### src/hdl/vote_pkg.sv
/*
 * constants shared by the neutron-power permissive and interlock voter.
 * assumes every channel comparison arrives as a boolean synchronous to ref_clk.
 */
package vote_pkg;

    // redundant channels and coincidence needed
    localparam int CHAN_COUNT = 4;
    localparam int VOTE_NEED  = 3;

    // documented thresholds, kept for reference by the comparators upstream
    localparam int IR_DECADES_ABOVE_LRL = 1;
    localparam int LIN_POWER_PCT_RTP    = 15;

    // reset values
    localparam logic VOTE_RST   = 1'b0;
    localparam logic BYPASS_RST = 1'b0;
    localparam logic TRIP_RST   = 1'b0;

    // bit positions of the operator request vectors
    localparam int IR_BYP_SRC_COUNT = 0;
    localparam int IR_BYP_SRC_RATE  = 1;
    localparam int LIN_BYP_HI1      = 0;
    localparam int LIN_BYP_IR_RATE  = 1;
    localparam int BYP_PER_PERMIT   = 2;

endpackage

### src/hdl/coincidence_voter.sv
/*
 * registered m-of-n coincidence vote over redundant channel comparisons.
 * assumes channel inputs are synchronous booleans; one cycle of latency.
 */
`timescale 1ns/1ps
module coincidence_voter
    import vote_pkg::*;
#(
    parameter int N_CHAN = CHAN_COUNT,
    parameter int NEED   = VOTE_NEED
) (
    // clock and reset
    input  wire logic              ref_clk,
    input  wire logic              rst,
    // channel comparisons
    input  wire logic [N_CHAN-1:0] chan_trip,
    // coincidence result
    output logic                   vote
);

    localparam int TW = $clog2(N_CHAN + 1);
    localparam logic [TW-1:0] NEED_W = TW'(NEED);

    typedef struct packed {
        logic vote;
    } voter_state_t;

    voter_state_t state_ff;
    voter_state_t nxt_state;
    logic [TW-1:0] tally;

    always_comb begin
        tally = '0;
        for (int i = 0; i < N_CHAN; i++) begin
            if (chan_trip[i]) begin
                tally = tally + 1'b1;
            end
        end
        nxt_state      = state_ff;
        nxt_state.vote = (tally >= NEED_W);
    end

    always_ff @(posedge ref_clk) begin
        if (rst) begin
            state_ff.vote <= VOTE_RST;
        end else begin
            state_ff <= nxt_state;
        end
    end

    assign vote = state_ff.vote;

endmodule

### src/hdl/manual_bypass.sv
/*
 * operator-established operating bypasses held under one permissive.
 * assumes requests are synchronous level or pulse inputs; permit is a registered vote.
 */
`timescale 1ns/1ps
module manual_bypass
    import vote_pkg::*;
#(
    parameter int W = BYP_PER_PERMIT
) (
    // clock and reset
    input  wire logic         ref_clk,
    input  wire logic         rst,
    // permissive and operator controls
    input  wire logic         permit,
    input  wire logic [W-1:0] req,
    input  wire logic [W-1:0] clr,
    // held bypasses
    output logic      [W-1:0] byp
);

    typedef struct packed {
        logic [W-1:0] byp;
    } bypass_state_t;

    bypass_state_t state_ff;
    bypass_state_t nxt_state;

    always_comb begin
        nxt_state = state_ff;
        if (!permit) begin
            // losing the permissive drops everything, no operator action
            nxt_state.byp = '0;
        end else begin
            // a request in the cycle of a clear still sets
            nxt_state.byp = (state_ff.byp & ~clr) | req;
        end
    end

    always_ff @(posedge ref_clk) begin
        if (rst) begin
            state_ff.byp <= {W{BYPASS_RST}};
        end else begin
            state_ff <= nxt_state;
        end
    end

    assign byp = state_ff.byp;

endmodule

### src/hdl/power_interlock_permissive_voter.sv
/*
 * neutron-power permissives and interlocks from 3-of-4 channel votes,
 * with operator and automatic operating bypasses for the trip logic.
 * assumes all inputs synchronous to ref_clk; outputs feed trip/actuation logic.
 */
`timescale 1ns/1ps
module power_interlock_permissive_voter
    import vote_pkg::*;
#(
    parameter int N_CHAN = CHAN_COUNT,
    parameter int NEED   = VOTE_NEED
) (
    // clock and reset
    input  wire logic              ref_clk,
    input  wire logic              rst,
    // channel comparisons
    input  wire logic [N_CHAN-1:0] ir_above_decade,
    input  wire logic [N_CHAN-1:0] pr_above_15pct,
    input  wire logic [N_CHAN-1:0] pr_below_15pct,
    // high linear power setpoint comparisons
    input  wire logic              lin_hi1_exceed,
    input  wire logic              lin_hi2_exceed,
    // operator bypass controls under the intermediate-range permissive
    input  wire logic              src_count_byp_req,
    input  wire logic              src_rate_byp_req,
    input  wire logic              ir_byp_clr,
    // operator bypass controls under the linear power permissive
    input  wire logic              hi1_lin_byp_req,
    input  wire logic              ir_rate_byp_req,
    input  wire logic              lin_byp_clr,
    // permissive and interlock states
    output logic                   ir_permissive,
    output logic                   ir_interlock,
    output logic                   linear_power_above_vote,
    output logic                   linear_power_below_vote,
    // bypass qualifiers to the trip and actuation logic
    output logic                   byp_src_count_trip,
    output logic                   byp_src_rate_trip,
    output logic                   byp_hi1_lin_trip,
    output logic                   byp_ir_rate_trip,
    output logic                   byp_dw_isol_subcritical_multiplication,
    output logic                   byp_pr_pos_rate_trip,
    output logic                   byp_pr_neg_rate_trip,
    // effective high linear power trip
    output logic                   lin_high_trip
);

    typedef struct packed {
        logic ir_perm;
        logic lin_above;
        logic lin_below;
        logic src_count;
        logic src_rate;
        logic hi1_lin;
        logic ir_rate;
        logic dw_scm;
        logic pr_pos;
        logic pr_neg;
        logic lin_trip;
    } top_state_t;

    top_state_t state_ff;
    top_state_t nxt_state;

    logic                      ir_vote;
    logic                      above_vote;
    logic                      below_vote;
    logic [BYP_PER_PERMIT-1:0] ir_req;
    logic [BYP_PER_PERMIT-1:0] ir_clr;
    logic [BYP_PER_PERMIT-1:0] ir_byp;
    logic [BYP_PER_PERMIT-1:0] lin_req;
    logic [BYP_PER_PERMIT-1:0] lin_clr;
    logic [BYP_PER_PERMIT-1:0] lin_byp;

    // one voter per instrument condition, each re-run every cycle
    coincidence_voter #(
        .N_CHAN (N_CHAN),
        .NEED   (NEED)
    ) u_ir_vote (
        .ref_clk   (ref_clk),
        .rst       (rst),
        .chan_trip (ir_above_decade),
        .vote      (ir_vote)
    );

    coincidence_voter #(
        .N_CHAN (N_CHAN),
        .NEED   (NEED)
    ) u_above_vote (
        .ref_clk   (ref_clk),
        .rst       (rst),
        .chan_trip (pr_above_15pct),
        .vote      (above_vote)
    );

    // below uses its own comparisons; a failed channel may sit in neither set
    coincidence_voter #(
        .N_CHAN (N_CHAN),
        .NEED   (NEED)
    ) u_below_vote (
        .ref_clk   (ref_clk),
        .rst       (rst),
        .chan_trip (pr_below_15pct),
        .vote      (below_vote)
    );

    always_comb begin
        ir_req                   = '0;
        ir_req[IR_BYP_SRC_COUNT] = src_count_byp_req;
        ir_req[IR_BYP_SRC_RATE]  = src_rate_byp_req;
        ir_clr                   = {BYP_PER_PERMIT{ir_byp_clr}};
        lin_req                  = '0;
        lin_req[LIN_BYP_HI1]     = hi1_lin_byp_req;
        lin_req[LIN_BYP_IR_RATE] = ir_rate_byp_req;
        lin_clr                  = {BYP_PER_PERMIT{lin_byp_clr}};
    end

    manual_bypass #(
        .W (BYP_PER_PERMIT)
    ) u_ir_manual (
        .ref_clk (ref_clk),
        .rst     (rst),
        .permit  (ir_vote),
        .req     (ir_req),
        .clr     (ir_clr),
        .byp     (ir_byp)
    );

    manual_bypass #(
        .W (BYP_PER_PERMIT)
    ) u_lin_manual (
        .ref_clk (ref_clk),
        .rst     (rst),
        .permit  (above_vote),
        .req     (lin_req),
        .clr     (lin_clr),
        .byp     (lin_byp)
    );

    always_comb begin
        nxt_state           = state_ff;
        nxt_state.ir_perm   = ir_vote;
        nxt_state.lin_above = above_vote;
        nxt_state.lin_below = below_vote;
        // gating by the live vote removes a held bypass a cycle earlier
        nxt_state.src_count = ir_byp[IR_BYP_SRC_COUNT] & ir_vote;
        nxt_state.src_rate  = ir_byp[IR_BYP_SRC_RATE] & ir_vote;
        nxt_state.hi1_lin   = lin_byp[LIN_BYP_HI1] & above_vote;
        nxt_state.ir_rate   = (lin_byp[LIN_BYP_IR_RATE] & above_vote)
                            | above_vote;
        nxt_state.dw_scm    = ir_vote;
        nxt_state.pr_pos    = below_vote;
        nxt_state.pr_neg    = below_vote;
        // high-1 bypass raises the effective trip to the high-2 level
        nxt_state.lin_trip  = nxt_state.hi1_lin ? lin_hi2_exceed
                                                : lin_hi1_exceed;
    end

    always_ff @(posedge ref_clk) begin
        if (rst) begin
            state_ff.ir_perm   <= VOTE_RST;
            state_ff.lin_above <= VOTE_RST;
            state_ff.lin_below <= VOTE_RST;
            state_ff.src_count <= BYPASS_RST;
            state_ff.src_rate  <= BYPASS_RST;
            state_ff.hi1_lin   <= BYPASS_RST;
            state_ff.ir_rate   <= BYPASS_RST;
            state_ff.dw_scm    <= BYPASS_RST;
            state_ff.pr_pos    <= BYPASS_RST;
            state_ff.pr_neg    <= BYPASS_RST;
            state_ff.lin_trip  <= TRIP_RST;
        end else begin
            state_ff <= nxt_state;
        end
    end

    assign ir_permissive                          = state_ff.ir_perm;
    assign ir_interlock                           = state_ff.ir_perm;
    assign linear_power_above_vote                = state_ff.lin_above;
    assign linear_power_below_vote                = state_ff.lin_below;
    assign byp_src_count_trip                     = state_ff.src_count;
    assign byp_src_rate_trip                      = state_ff.src_rate;
    assign byp_hi1_lin_trip                       = state_ff.hi1_lin;
    assign byp_ir_rate_trip                       = state_ff.ir_rate;
    assign byp_dw_isol_subcritical_multiplication = state_ff.dw_scm;
    assign byp_pr_pos_rate_trip                   = state_ff.pr_pos;
    assign byp_pr_neg_rate_trip                   = state_ff.pr_neg;
    assign lin_high_trip                          = state_ff.lin_trip;

    logic ir_met;
    logic above_met;
    logic below_met;

    always_comb begin
        ir_met    = ($countones(ir_above_decade) >= NEED);
        above_met = ($countones(pr_above_15pct) >= NEED);
        below_met = ($countones(pr_below_15pct) >= NEED);
    end
endmodule

### config.mk
export PLATFORM = sky130hd
export DESIGN_NAME = power_interlock_permissive_voter
export DESIGN_NICKNAME = d
export VERILOG_FILES = /design/src/hdl/vote_pkg.sv /design/src/hdl/coincidence_voter.sv /design/src/hdl/manual_bypass.sv /design/src/hdl/power_interlock_permissive_voter.sv
export SDC_FILE = /design/constraint.sdc
export NUM_CORES = 1
export LEC_CHECK = 0
export ABC_CLOCK_PERIOD_IN_PS = 2090
export BUFFER_PORTS_ARGS = -buffer_cell sky130_fd_sc_hd__buf_2
export CAP_MARGIN = 20
export CORE_MARGIN = 2
export CORE_UTILIZATION = 50
export CTS_BUF_LIST = sky130_fd_sc_hd__clkbuf_4
export CTS_CLUSTER_SIZE = 8
export DETAILED_ROUTE_END_ITERATION = 6
export PLACE_DENSITY = 0.81
export SYNTH_ARGS = -nofsm -noshare
export SYNTH_HDL_FRONTEND = slang
export SYNTH_HIERARCHICAL = 1
export SYNTH_SLANG_ARGS = --single-unit
### constraint.sdc
create_clock -name ref_clk -period 2.09 [get_ports ref_clk]
set_input_delay 0.3135 -clock ref_clk [delete_from_list [all_inputs] [get_ports ref_clk]]
set_output_delay 0.3135 -clock ref_clk [all_outputs]
set_load 0.05 [all_outputs]
==> metrics, run 1 <==
final worst-path cycle share=75.71%; dpl cells=148; RSZ-0062 raised after global routing=false; vias in the first global route=674; Iter 0 DRT Violations=10; diode count=0; Max FO, Critical Path=4; final hold vios=0; num rows=15; CTS Buf Count=3; power per cell area=592.2 nW/um2; Max Clk Rate=632.0 MHz; Post-DP Area=1040 um2; initial core utilization=52.59%; first-pass GRT wire length=2.449 mm; Yosys warning total=6; final setup fails=0; outcome=completed; Startpoint Class=input port; Avg Inst Size Synth=8.625 um2; Max-slew headroom=83.51%; grt ovf=0; data arrival time of the critical path=1.80 ns; # clock sinks=14; FF-to-FF Start=u_ir_vote/vote; final net count=173; Mapped Cells=103; minimum clock period=1.582 ns; I/O Buffers=32; final clock skew=0.003673 ns; # Max-Cap Violations=0; Static Leak=0.5790 nW; Bufs on Longest Clock Path=2; Worst-path clk slew=0.08 ns; final non-filler cell total=152; final instance area=1066 um2; Hold Startpoint=hi1_lin_byp_req; CP required=2.31 ns; Crit. Startpoint=ir_above_decade[0]; Crit Path Category=in2reg; post-cts resize count=0; worst hold path class=in2reg; VDD IR max=185.2 uV; initial antenna violation count=0; routability cong.=0.8357; DR WL/cell=9.520 um; clk_lat worst skew=0.28 ns; Worst-Margin Slew=0.2490 ns; Post-Syn Area=888.4 um2; area of the die=2130 um2; DR vias=750; post-CTS setup buffer count=0; share of post-route cells with drive strength above 1=28.89%; Die X-Extent=46.15 um; Detailed Place HPWL=1.198 mm; Final Max Slew Viols=0; H-tree lvl count=1; DRT Pass-1 Iters=4; TritonCTS clock tree=done; antenna viol nets, final=0; vias per cell=4.934; largest net degree at the start of global routing=12; Die Y-Extent=46.15 um; global-route usage over all layers=15.60%; setup TNS=0 ns; hold bufs inserted after CTS=0; Routed WL=1.447 mm; CP endpoint kind=flip-flop; syn nets=140; io pins=34; Root Driver=clkbuf_4; Residual DRC=0; CORE AREA=1689 um2; fin util=63.11%; Layout area overhead=20.00%
## worst max-delay path, cell delays in order
cell and delay, ns:
buf_2 0.10, inv_1 0.06, ha_1 0.34, xor2_1 0.18
ha_1 0.30, o22ai_1 0.08, a211o_1 0.32, a21oi_2 0.11
## area by class of cell
class                           count  area (um2)
Clock buffer                        3       22.52
Multi-Input combinational cell     70       521.8
Tap cell                           17       21.27
Sequential cell                    14       280.3
Timing Repair Buffer               32       160.2
Inverter                           15       56.30
Clock inverter                      1       3.754
Fill cell                         153       623.1
## layer usage
layer	vias to the layer above	track usage, %	share of wire [%]
li1	402	-	-
met1	319	17.18	44
met2	25	27.22	50
met3	4	2.353	4.7
met4	0	10.29	1.7
met5	-	0	0
## power breakdown
part / total [mW] / switching (mW) / internal, mW
Clock: 0.150 / 0.0809 / 0.0692
Sequential: 0.289 / 0.00721 / 0.282
Combinational: 0.192 / 0.116 / 0.0760
## layout by cell type (no fill, tap or decap), types with 3 or more instances in the layout
cell type,instances
o22ai_1,3
a21oi_2,3
o21ai_0,6
a31oi_1,3
clkbuf_4,3
nand2b_1,8
a211o_1,3
nor3_1,3
dfxtp_1,14
nand2_1,7
buf_2,32
ha_1,15
a21oi_1,7
inv_1,15
xor2_1,3
## sequential cells by signal, indices dropped and copies added (netlist names)
signal / count
u_ir_manual/byp: 2
byp_dw_isol_subcritical_multiplication: 1
byp_hi1_lin_trip: 1
byp_ir_rate_trip: 1
byp_pr_neg_rate_trip: 1
byp_src_count_trip: 1
byp_src_rate_trip: 1
lin_high_trip: 1
linear_power_above_vote: 1
u_above_vote/vote: 1
u_below_vote/vote: 1
u_ir_vote/vote: 1
u_lin_manual/byp: 1
## per-stage QoR
step,setup WS [ns],hold slack (ns),power [mW]
floorplan,0.4536,0.3759,0.4363
global placement,0.2834,0.4138,0.4775
detailed placement,0.2246,0.4199,0.4859
CTS,0.5268,0.2548,0.6370
global route,0.4247,0.2790,0.6701
finish,0.5077,0.2618,0.6313
## final timing paths
check	endpoint	slack (ns)	cells after the start
hold reg to reg	byp_pr_neg_rate_trip	0.43	1
hold / removal	u_lin_manual/byp[0]	0.26	3
setup / recovery	u_ir_vote/vote	0.51	8
setup reg to reg	byp_src_rate_trip	1.37	2
No activity file was read; power rests on OpenSTA's default activity.
==> inputs of run 2 (changes only) <==
--- a/config.mk
+++ b/config.mk
@@ -5,15 +5,15 @@
 export SDC_FILE = /design/constraint.sdc
 export NUM_CORES = 1
 export LEC_CHECK = 0
-export ABC_CLOCK_PERIOD_IN_PS = 2090
+export ABC_CLOCK_PERIOD_IN_PS = 1400
 export BUFFER_PORTS_ARGS = -buffer_cell sky130_fd_sc_hd__buf_2
 export CAP_MARGIN = 20
 export CORE_MARGIN = 2
-export CORE_UTILIZATION = 50
+export CORE_UTILIZATION = 45
 export CTS_BUF_LIST = sky130_fd_sc_hd__clkbuf_4
 export CTS_CLUSTER_SIZE = 8
 export DETAILED_ROUTE_END_ITERATION = 6
-export PLACE_DENSITY = 0.81
+export PLACE_DENSITY = 0.77
 export SYNTH_ARGS = -nofsm -noshare
 export SYNTH_HDL_FRONTEND = slang
 export SYNTH_HIERARCHICAL = 1
==> constraint.sdc (replaced) <==
create_clock -name ref_clk -period 1.4 [get_ports ref_clk]
set_input_delay 0.21 -clock ref_clk [delete_from_list [all_inputs] [get_ports ref_clk]]
set_output_delay 0.21 -clock ref_clk [all_outputs]
set_load 0.05 [all_outputs]
==> run 2 against run 1 <==
Routed wire length increased by 16%. Utilization increased by 1.6 points. Flip-flop and latch count unchanged. Power increased by 56%. Cell count increased by 14%. Clock-buffer cell count unchanged. Global-route usage decreased by 1.1 points. Clock skew decreased by 0.00076 ns. Clock power increased by 36%. Setup slack got worse by 0.45 ns. Combinational power increased by 81%. Die area increased by 10%. Largest cell class unchanged. Largest power group unchanged.
==> metrics, run 2 (synthesized netlist as in run 1, its figures left out) <==
Max-slew headroom=83.50% (about the same); CTS Buf Count=3 (unchanged); Startpoint Class=input port; Static Leak=0.6365 nW (+9.9%); sequential group share of total power=43.9% (-1.9 points); Residual DRC=0 (unchanged); CP required=1.60 ns (-0.71 ns); global-route usage over all layers=14.52% (-1.1 points); final setup fails=0 (unchanged); P_int=675.3 uW (+58%); Iter 0 DRT Violations=6 (-4); diode count=0 (unchanged); Max FO, Critical Path=3 (-1); Final Max Slew Viols=0 (unchanged); most common cell after layout, fill and taps aside=buf_2; H-tree lvl count=1 (unchanged); DR vias=805 (+7.3%); Worst-Margin Slew=0.2492 ns (+0.0001688 ns); clk_lat worst skew=0.26 ns (-0.02 ns); DR WL/cell=9.694 um (+1.8%); vias per cell=4.653 (-5.7%); first-pass GRT wire length=2.794 mm (+14%); TritonCTS clock tree=done; Root Driver=clkbuf_4; RR Endpoint=lin_high_trip; outcome=completed; vias in the first global route=761 (+13%); area of the die=2345 um2 (+10%); combinational share of power=35.3% (+4.8 points); most frequent cells in the layout=30 x buf_2, 14 x dfxtp_1, 12 x ha_1, 12 x buf_4, 9 x inv_1; Crit. Startpoint=pr_below_15pct[1]; num rows=16 (+1); minimum clock period=1.345 ns; DRT Pass-1 Iters=4 (unchanged); R2R setup slack=0.67 ns (-0.70 ns); met1 Usage GRT=15.56% (-1.6 points); largest net degree at the start of global routing=12 (unchanged); Worst Hold Path EP=u_ir_manual/byp[0]; VDD IR max=398.8 uV (+120%); hold bufs inserted after CTS=0 (unchanged); FF-to-FF Start=u_above_vote/vote; grt ovf=0 (unchanged); hold path depth=3 (unchanged); initial antenna violation count=0 (unchanged); # clock sinks=14 (unchanged); number of flip-flops in the largest register=2 (unchanged); # Max-Cap Violations=0 (unchanged); Worst-path clk slew=0.07 ns (about the same); initial core utilization=46.71% (-5.9 points); RSZ-0062 raised after global routing=true; Crit Path Category=in2reg; data arrival time of the critical path=1.55 ns (-0.25 ns); I/O Buffers=32 (unchanged); worst hold path class=in2reg; Hold Startpoint=src_count_byp_req; M3 GR Usage=2.160% (-0.19 points); setup TNS=0 ns (unchanged); CORE AREA=1902 um2 (+13%); final clock skew=0.002908 ns (-0.0007649 ns); share of post-route cells with drive strength above 1=41.78% (+13 points); Max Clk Rate=743.4 MHz; power per cell area=799.0 nW/um2 (+35%); Die X-Extent=48.43 um (+4.9%); Routed WL=1.677 mm (+16%); final hold slack=0.1694 ns (-0.09241 ns); fill count=156 (+2.0%); Detailed Place HPWL=1.387 mm (+16%); Die Y-Extent=48.43 um (+4.9%); grt met2 use=28.24% (+1.0 points); CP endpoint kind=flip-flop; sw power=307.5 uW (+50%); clock share of power=20.8% (-3.0 points); routability cong.=0.7614 (-8.9%); io pins=34 (unchanged); Worst R2R Path Depth=2 (unchanged); switching part of the total=31.29% (-1.1 points); final non-filler cell total=173 (+14%); grt peak-use layer=met2; Bufs on Longest Clock Path=2 (unchanged); final hold vios=0 (unchanged); Top reg by flops=u_ir_manual/byp; final worst-path cycle share=96.09%; antenna viol nets, final=0 (unchanged); Layout area overhead=38.45%; final net count=185 (+6.9%); dpl cells=168 (+14%)
==> run 2: cell count changes in the layout (fill, tap and decap cells not counted), sizes merged <==
cell,delta
clkinv,-1
buf,+12
==> run 2: area by class of cell <==
cell class                      count  area, um2  area share [%]
Inverter                           15      61.31           4.985
Tap cell                           27      33.78           2.747
Clock buffer                        3      22.52           1.831
Timing Repair Buffer               44      266.5           21.67
Multi-Input combinational cell     70      565.5           45.98
Sequential cell                    14      280.3           22.79
==> run 2: worst max path at each step <==
stage / to
detailed placement: u_ir_vote/vote
finish: u_below_vote/vote
floorplan: u_above_vote/vote
CTS: u_ir_vote/vote
global placement: u_ir_vote/vote
global route: u_below_vote/vote
==> run 2: critical path, cell delays in order <==
cell and delay (ns):
buf_8 0.10, inv_4 0.06, ha_4 0.21, xor2_1 0.16, ha_1 0.31, o22ai_2 0.08
a211o_1 0.30, a21oi_2 0.12
==> run 2: stage by stage <==
| stage | total power [mW] | utilization, % | setup WS [ns] | area [um2] |
|---|---|---|---|---|
| floorplan | 0.6633 | - | 0.002956 | 925.9 |
| global placement | 0.7523 | 61.25 | -0.1556 | 1165 |
| detailed placement | 0.7702 | 61.25 | -0.2005 | 1165 |
| CTS | 0.9777 | 62.43 | 0.07152 | 1187 |
| global route | 1.044 | 64.67 | -0.01065 | 1230 |
| finish | 0.9828 | 64.67 | 0.05477 | 1230 |
==> run 2: what timing repair did <==
item                                    4_1_cts  5_1_grt
resized for setup                             0        8
buffers inserted                              0        2
endpoints found under the setup margin        0        1
hold endpoints to repair                      0        0
==> run 2: metal layers <==
layer,wire length [um],part of all wire [%]
met5,0,0
met4,8,0.48
met3,101,6.0
met2,882,53
met1,684,41
==> run 2: power groups by stage <==
stage / Combinational (mW) / Clock [mW] / Sequential (mW)
after floorplan: 0.189 / 0 / 0.474
after global placement: 0.312 / 0 / 0.441
after detailed placement: 0.329 / 0 / 0.442
after CTS: 0.331 / 0.214 / 0.432
after global routing: 0.380 / 0.229 / 0.435
final: 0.347 / 0.204 / 0.432
==> inputs of run 3 (changes only) <==
--- a/config.mk
+++ b/config.mk
@@ -6,14 +6,14 @@
 export NUM_CORES = 1
 export LEC_CHECK = 0
 export ABC_CLOCK_PERIOD_IN_PS = 1400
-export BUFFER_PORTS_ARGS = -buffer_cell sky130_fd_sc_hd__buf_2
 export CAP_MARGIN = 20
 export CORE_MARGIN = 2
-export CORE_UTILIZATION = 45
-export CTS_BUF_LIST = sky130_fd_sc_hd__clkbuf_4
+export CORE_UTILIZATION = 54
+export CTS_BUF_LIST = sky130_fd_sc_hd__clkbuf_16
 export CTS_CLUSTER_SIZE = 8
 export DETAILED_ROUTE_END_ITERATION = 6
-export PLACE_DENSITY = 0.77
+export DONT_BUFFER_PORTS = 1
+export PLACE_DENSITY = 0.72
 export SYNTH_ARGS = -nofsm -noshare
 export SYNTH_HDL_FRONTEND = slang
 export SYNTH_HIERARCHICAL = 1
==> run 3 against run 2 <==
Via count fell by 15%. Flip-flop and latch count did not move. Clock-buffer cell count did not move. First-iteration DRC count rose by 33%. Sequential share of layout area rose by 2.8 points. Critical path type unchanged. Highest routed layer unchanged.
==> metrics, run 3 (synthesized netlist as in run 1, its figures left out) <==
outcome=completed; first-pass GRT wire length=2.463 mm (-12%); CORE AREA=1524 um2 (-20%); met1 Usage GRT=14.78% (-0.79 points); CTS Buf Count=3 (unchanged); CP required=1.58 ns (-0.02 ns); worst hold path class=in2reg; initial antenna violation count=0 (unchanged); DR vias=686 (-15%); # clock sinks=14 (unchanged); Worst-path clk slew=0.04 ns (-0.03 ns); post-cts resize count=0 (unchanged); CP endpoint kind=flip-flop; crit-path max cell delay=0.31 ns (about the same); Crit path max-delay family=adder cells; num rows=14 (-2); fill count=125 (-20%); CP max-delay cell=ha_1; area of the die=1986 um2 (-15%); hold bufs inserted after CTS=0 (unchanged); Root Driver=clkbuf_16; Crit Path Category=in2reg; Die X-Extent=44.56 um (-8.0%); M3 GR Usage=4.898% (+2.7 points); Iter 0 DRT Violations=8 (+2); minimum clock period=1.228 ns (-0.1175 ns); most frequent cells in the layout=14 x dfxtp_1, 12 x ha_1, 9 x inv_1; final hold slack=0.02360 ns (-0.1458 ns); DRT Pass-1 Iters=4 (unchanged); final worst-path cycle share=87.69% (-8.4 points); initial core utilization=58.29% (+12 points); final clock skew=0.0004218 ns (-0.002487 ns); global-route usage over all layers=17.39% (+2.9 points); Max-slew headroom=67.66% (-16 points); Detailed Place HPWL=1.244 mm (-10%); final non-filler cell total=129 (-25%); Bufs on Longest Clock Path=2 (unchanged); io pins=34 (unchanged); Layout area overhead=23.24%; setup TNS=0 ns (unchanged); grt met2 use=32.46% (+4.2 points); H-tree lvl count=1 (unchanged); post-CTS setup buffer count=0 (unchanged); pre-CTS setup slack=-0.06152 ns (+0.1390 ns); most common cell after layout, fill and taps aside=dfxtp_1; final net count=151 (-18%); CP bufs+invs=1 (-1); Max Clk Rate=814.5 MHz (+9.6%); I/O Buffers=0 (-100%); RSZ-0062 raised after global routing=false; final setup fails=0 (unchanged); CP Cell Sequence=inv_2, ha_4, xor2_1, ha_1, a21oi_1, a211o_1, a21oi_2; clk_lat worst skew=0.24 ns (-0.02 ns); vias per cell=5.318 (+14%); Max FO, Critical Path=3 (unchanged); largest net degree at the start of global routing=12 (unchanged); Static Leak=0.5081 nW (-20%); TritonCTS clock tree=done; grt peak-use layer=met2; final worst setup slack=0.1723 ns (+0.1175 ns); Routed WL=1.527 mm (-8.9%); data arrival time of the critical path=1.41 ns (-0.14 ns); Startpoint Class=input port; grt ovf=0 (unchanged); Top reg by flops=u_ir_manual/byp; Die Y-Extent=44.56 um (-8.0%); Worst-Margin Slew=0.4844 ns (+0.2352 ns); Final Max Slew Viols=0 (unchanged); Residual DRC=0 (unchanged); # Max-Cap Violations=0 (unchanged); DR WL/cell=11.84 um (+22%); final hold vios=0 (unchanged); diode count=0 (unchanged); power per cell area=1142 nW/um2 (+43%); routability cong.=0.6940 (-8.9%); vias in the first global route=662 (-13%); antenna viol nets, final=0 (unchanged); number of flip-flops in the largest register=2 (unchanged); share of post-route cells with drive strength above 1=23.01% (-19 points); dpl cells=125 (-26%); VDD IR max=726.5 uV (+82%)
==> run 3: changes by cell type in the layout (fill, tap and decap cells not counted) <==
cell / previous run / this run
buf_2: 30 / 0
buf_6: 1 / 0
inv_4: 2 / 0
o22ai_2: 1 / 0
buf_8: 1 / 0
buf_4: 12 / 8
clkbuf_4: 3 / 0
clkbuf_16: 0 / 3
buf_12: 0 / 2
inv_2: 4 / 6
o22ai_1: 2 / 3
clkinv_1: 0 / 1
==> run 3: per-layer routing <==
metal	share of wire [%]	vias up
met5	0	-
met4	4.1	0
met2	53	21
li1	-	355
met3	5.8	7
met1	37	303
==> run 3: metrics by stage <==
step | power, mW | area (um2) | utilization, %
6_report | 1.250 | 1095 | 71.84
5_1_grt | 1.305 | 1095 | 71.84
4_1_cts | 1.259 | 1095 | 71.84
3_5_place_dp | 0.7242 | 1016 | 66.67
3_3_place_gp | 0.7100 | 1016 | 66.67
2_1_floorplan | 0.6633 | 925.9 | -
==> run 3: path summary, 6_finish.rpt <==
path                          end  slack (ns)  cells after the start           startpoint
min             u_above_vote/vote        0.02                      1                  rst
max reg2reg         lin_high_trip        0.67                      2  u_lin_manual/byp[0]
max             u_below_vote/vote        0.17                      7    pr_below_15pct[0]
min reg2reg  byp_pr_neg_rate_trip        0.44                      1    u_below_vote/vote
==> run 3: cell type report <==
class | count | area (um2) | share of cell area (%)
Clock buffer | 3 | 75.07 | 6.857
Inverter | 15 | 56.30 | 5.143
Sequential cell | 14 | 280.3 | 25.60
Clock inverter | 1 | 3.754 | 0.3429
Timing Repair Buffer | 10 | 100.1 | 9.143
Multi-Input combinational cell | 70 | 559.3 | 51.09
Tap cell | 16 | 20.02 | 1.829
==> run 3: power by group <==
part	switching, mW	internal (mW)
Combinational	0.137	0.125
Clock	0.154	0.377
Sequential	0.0339	0.423
Total	0.326	0.924
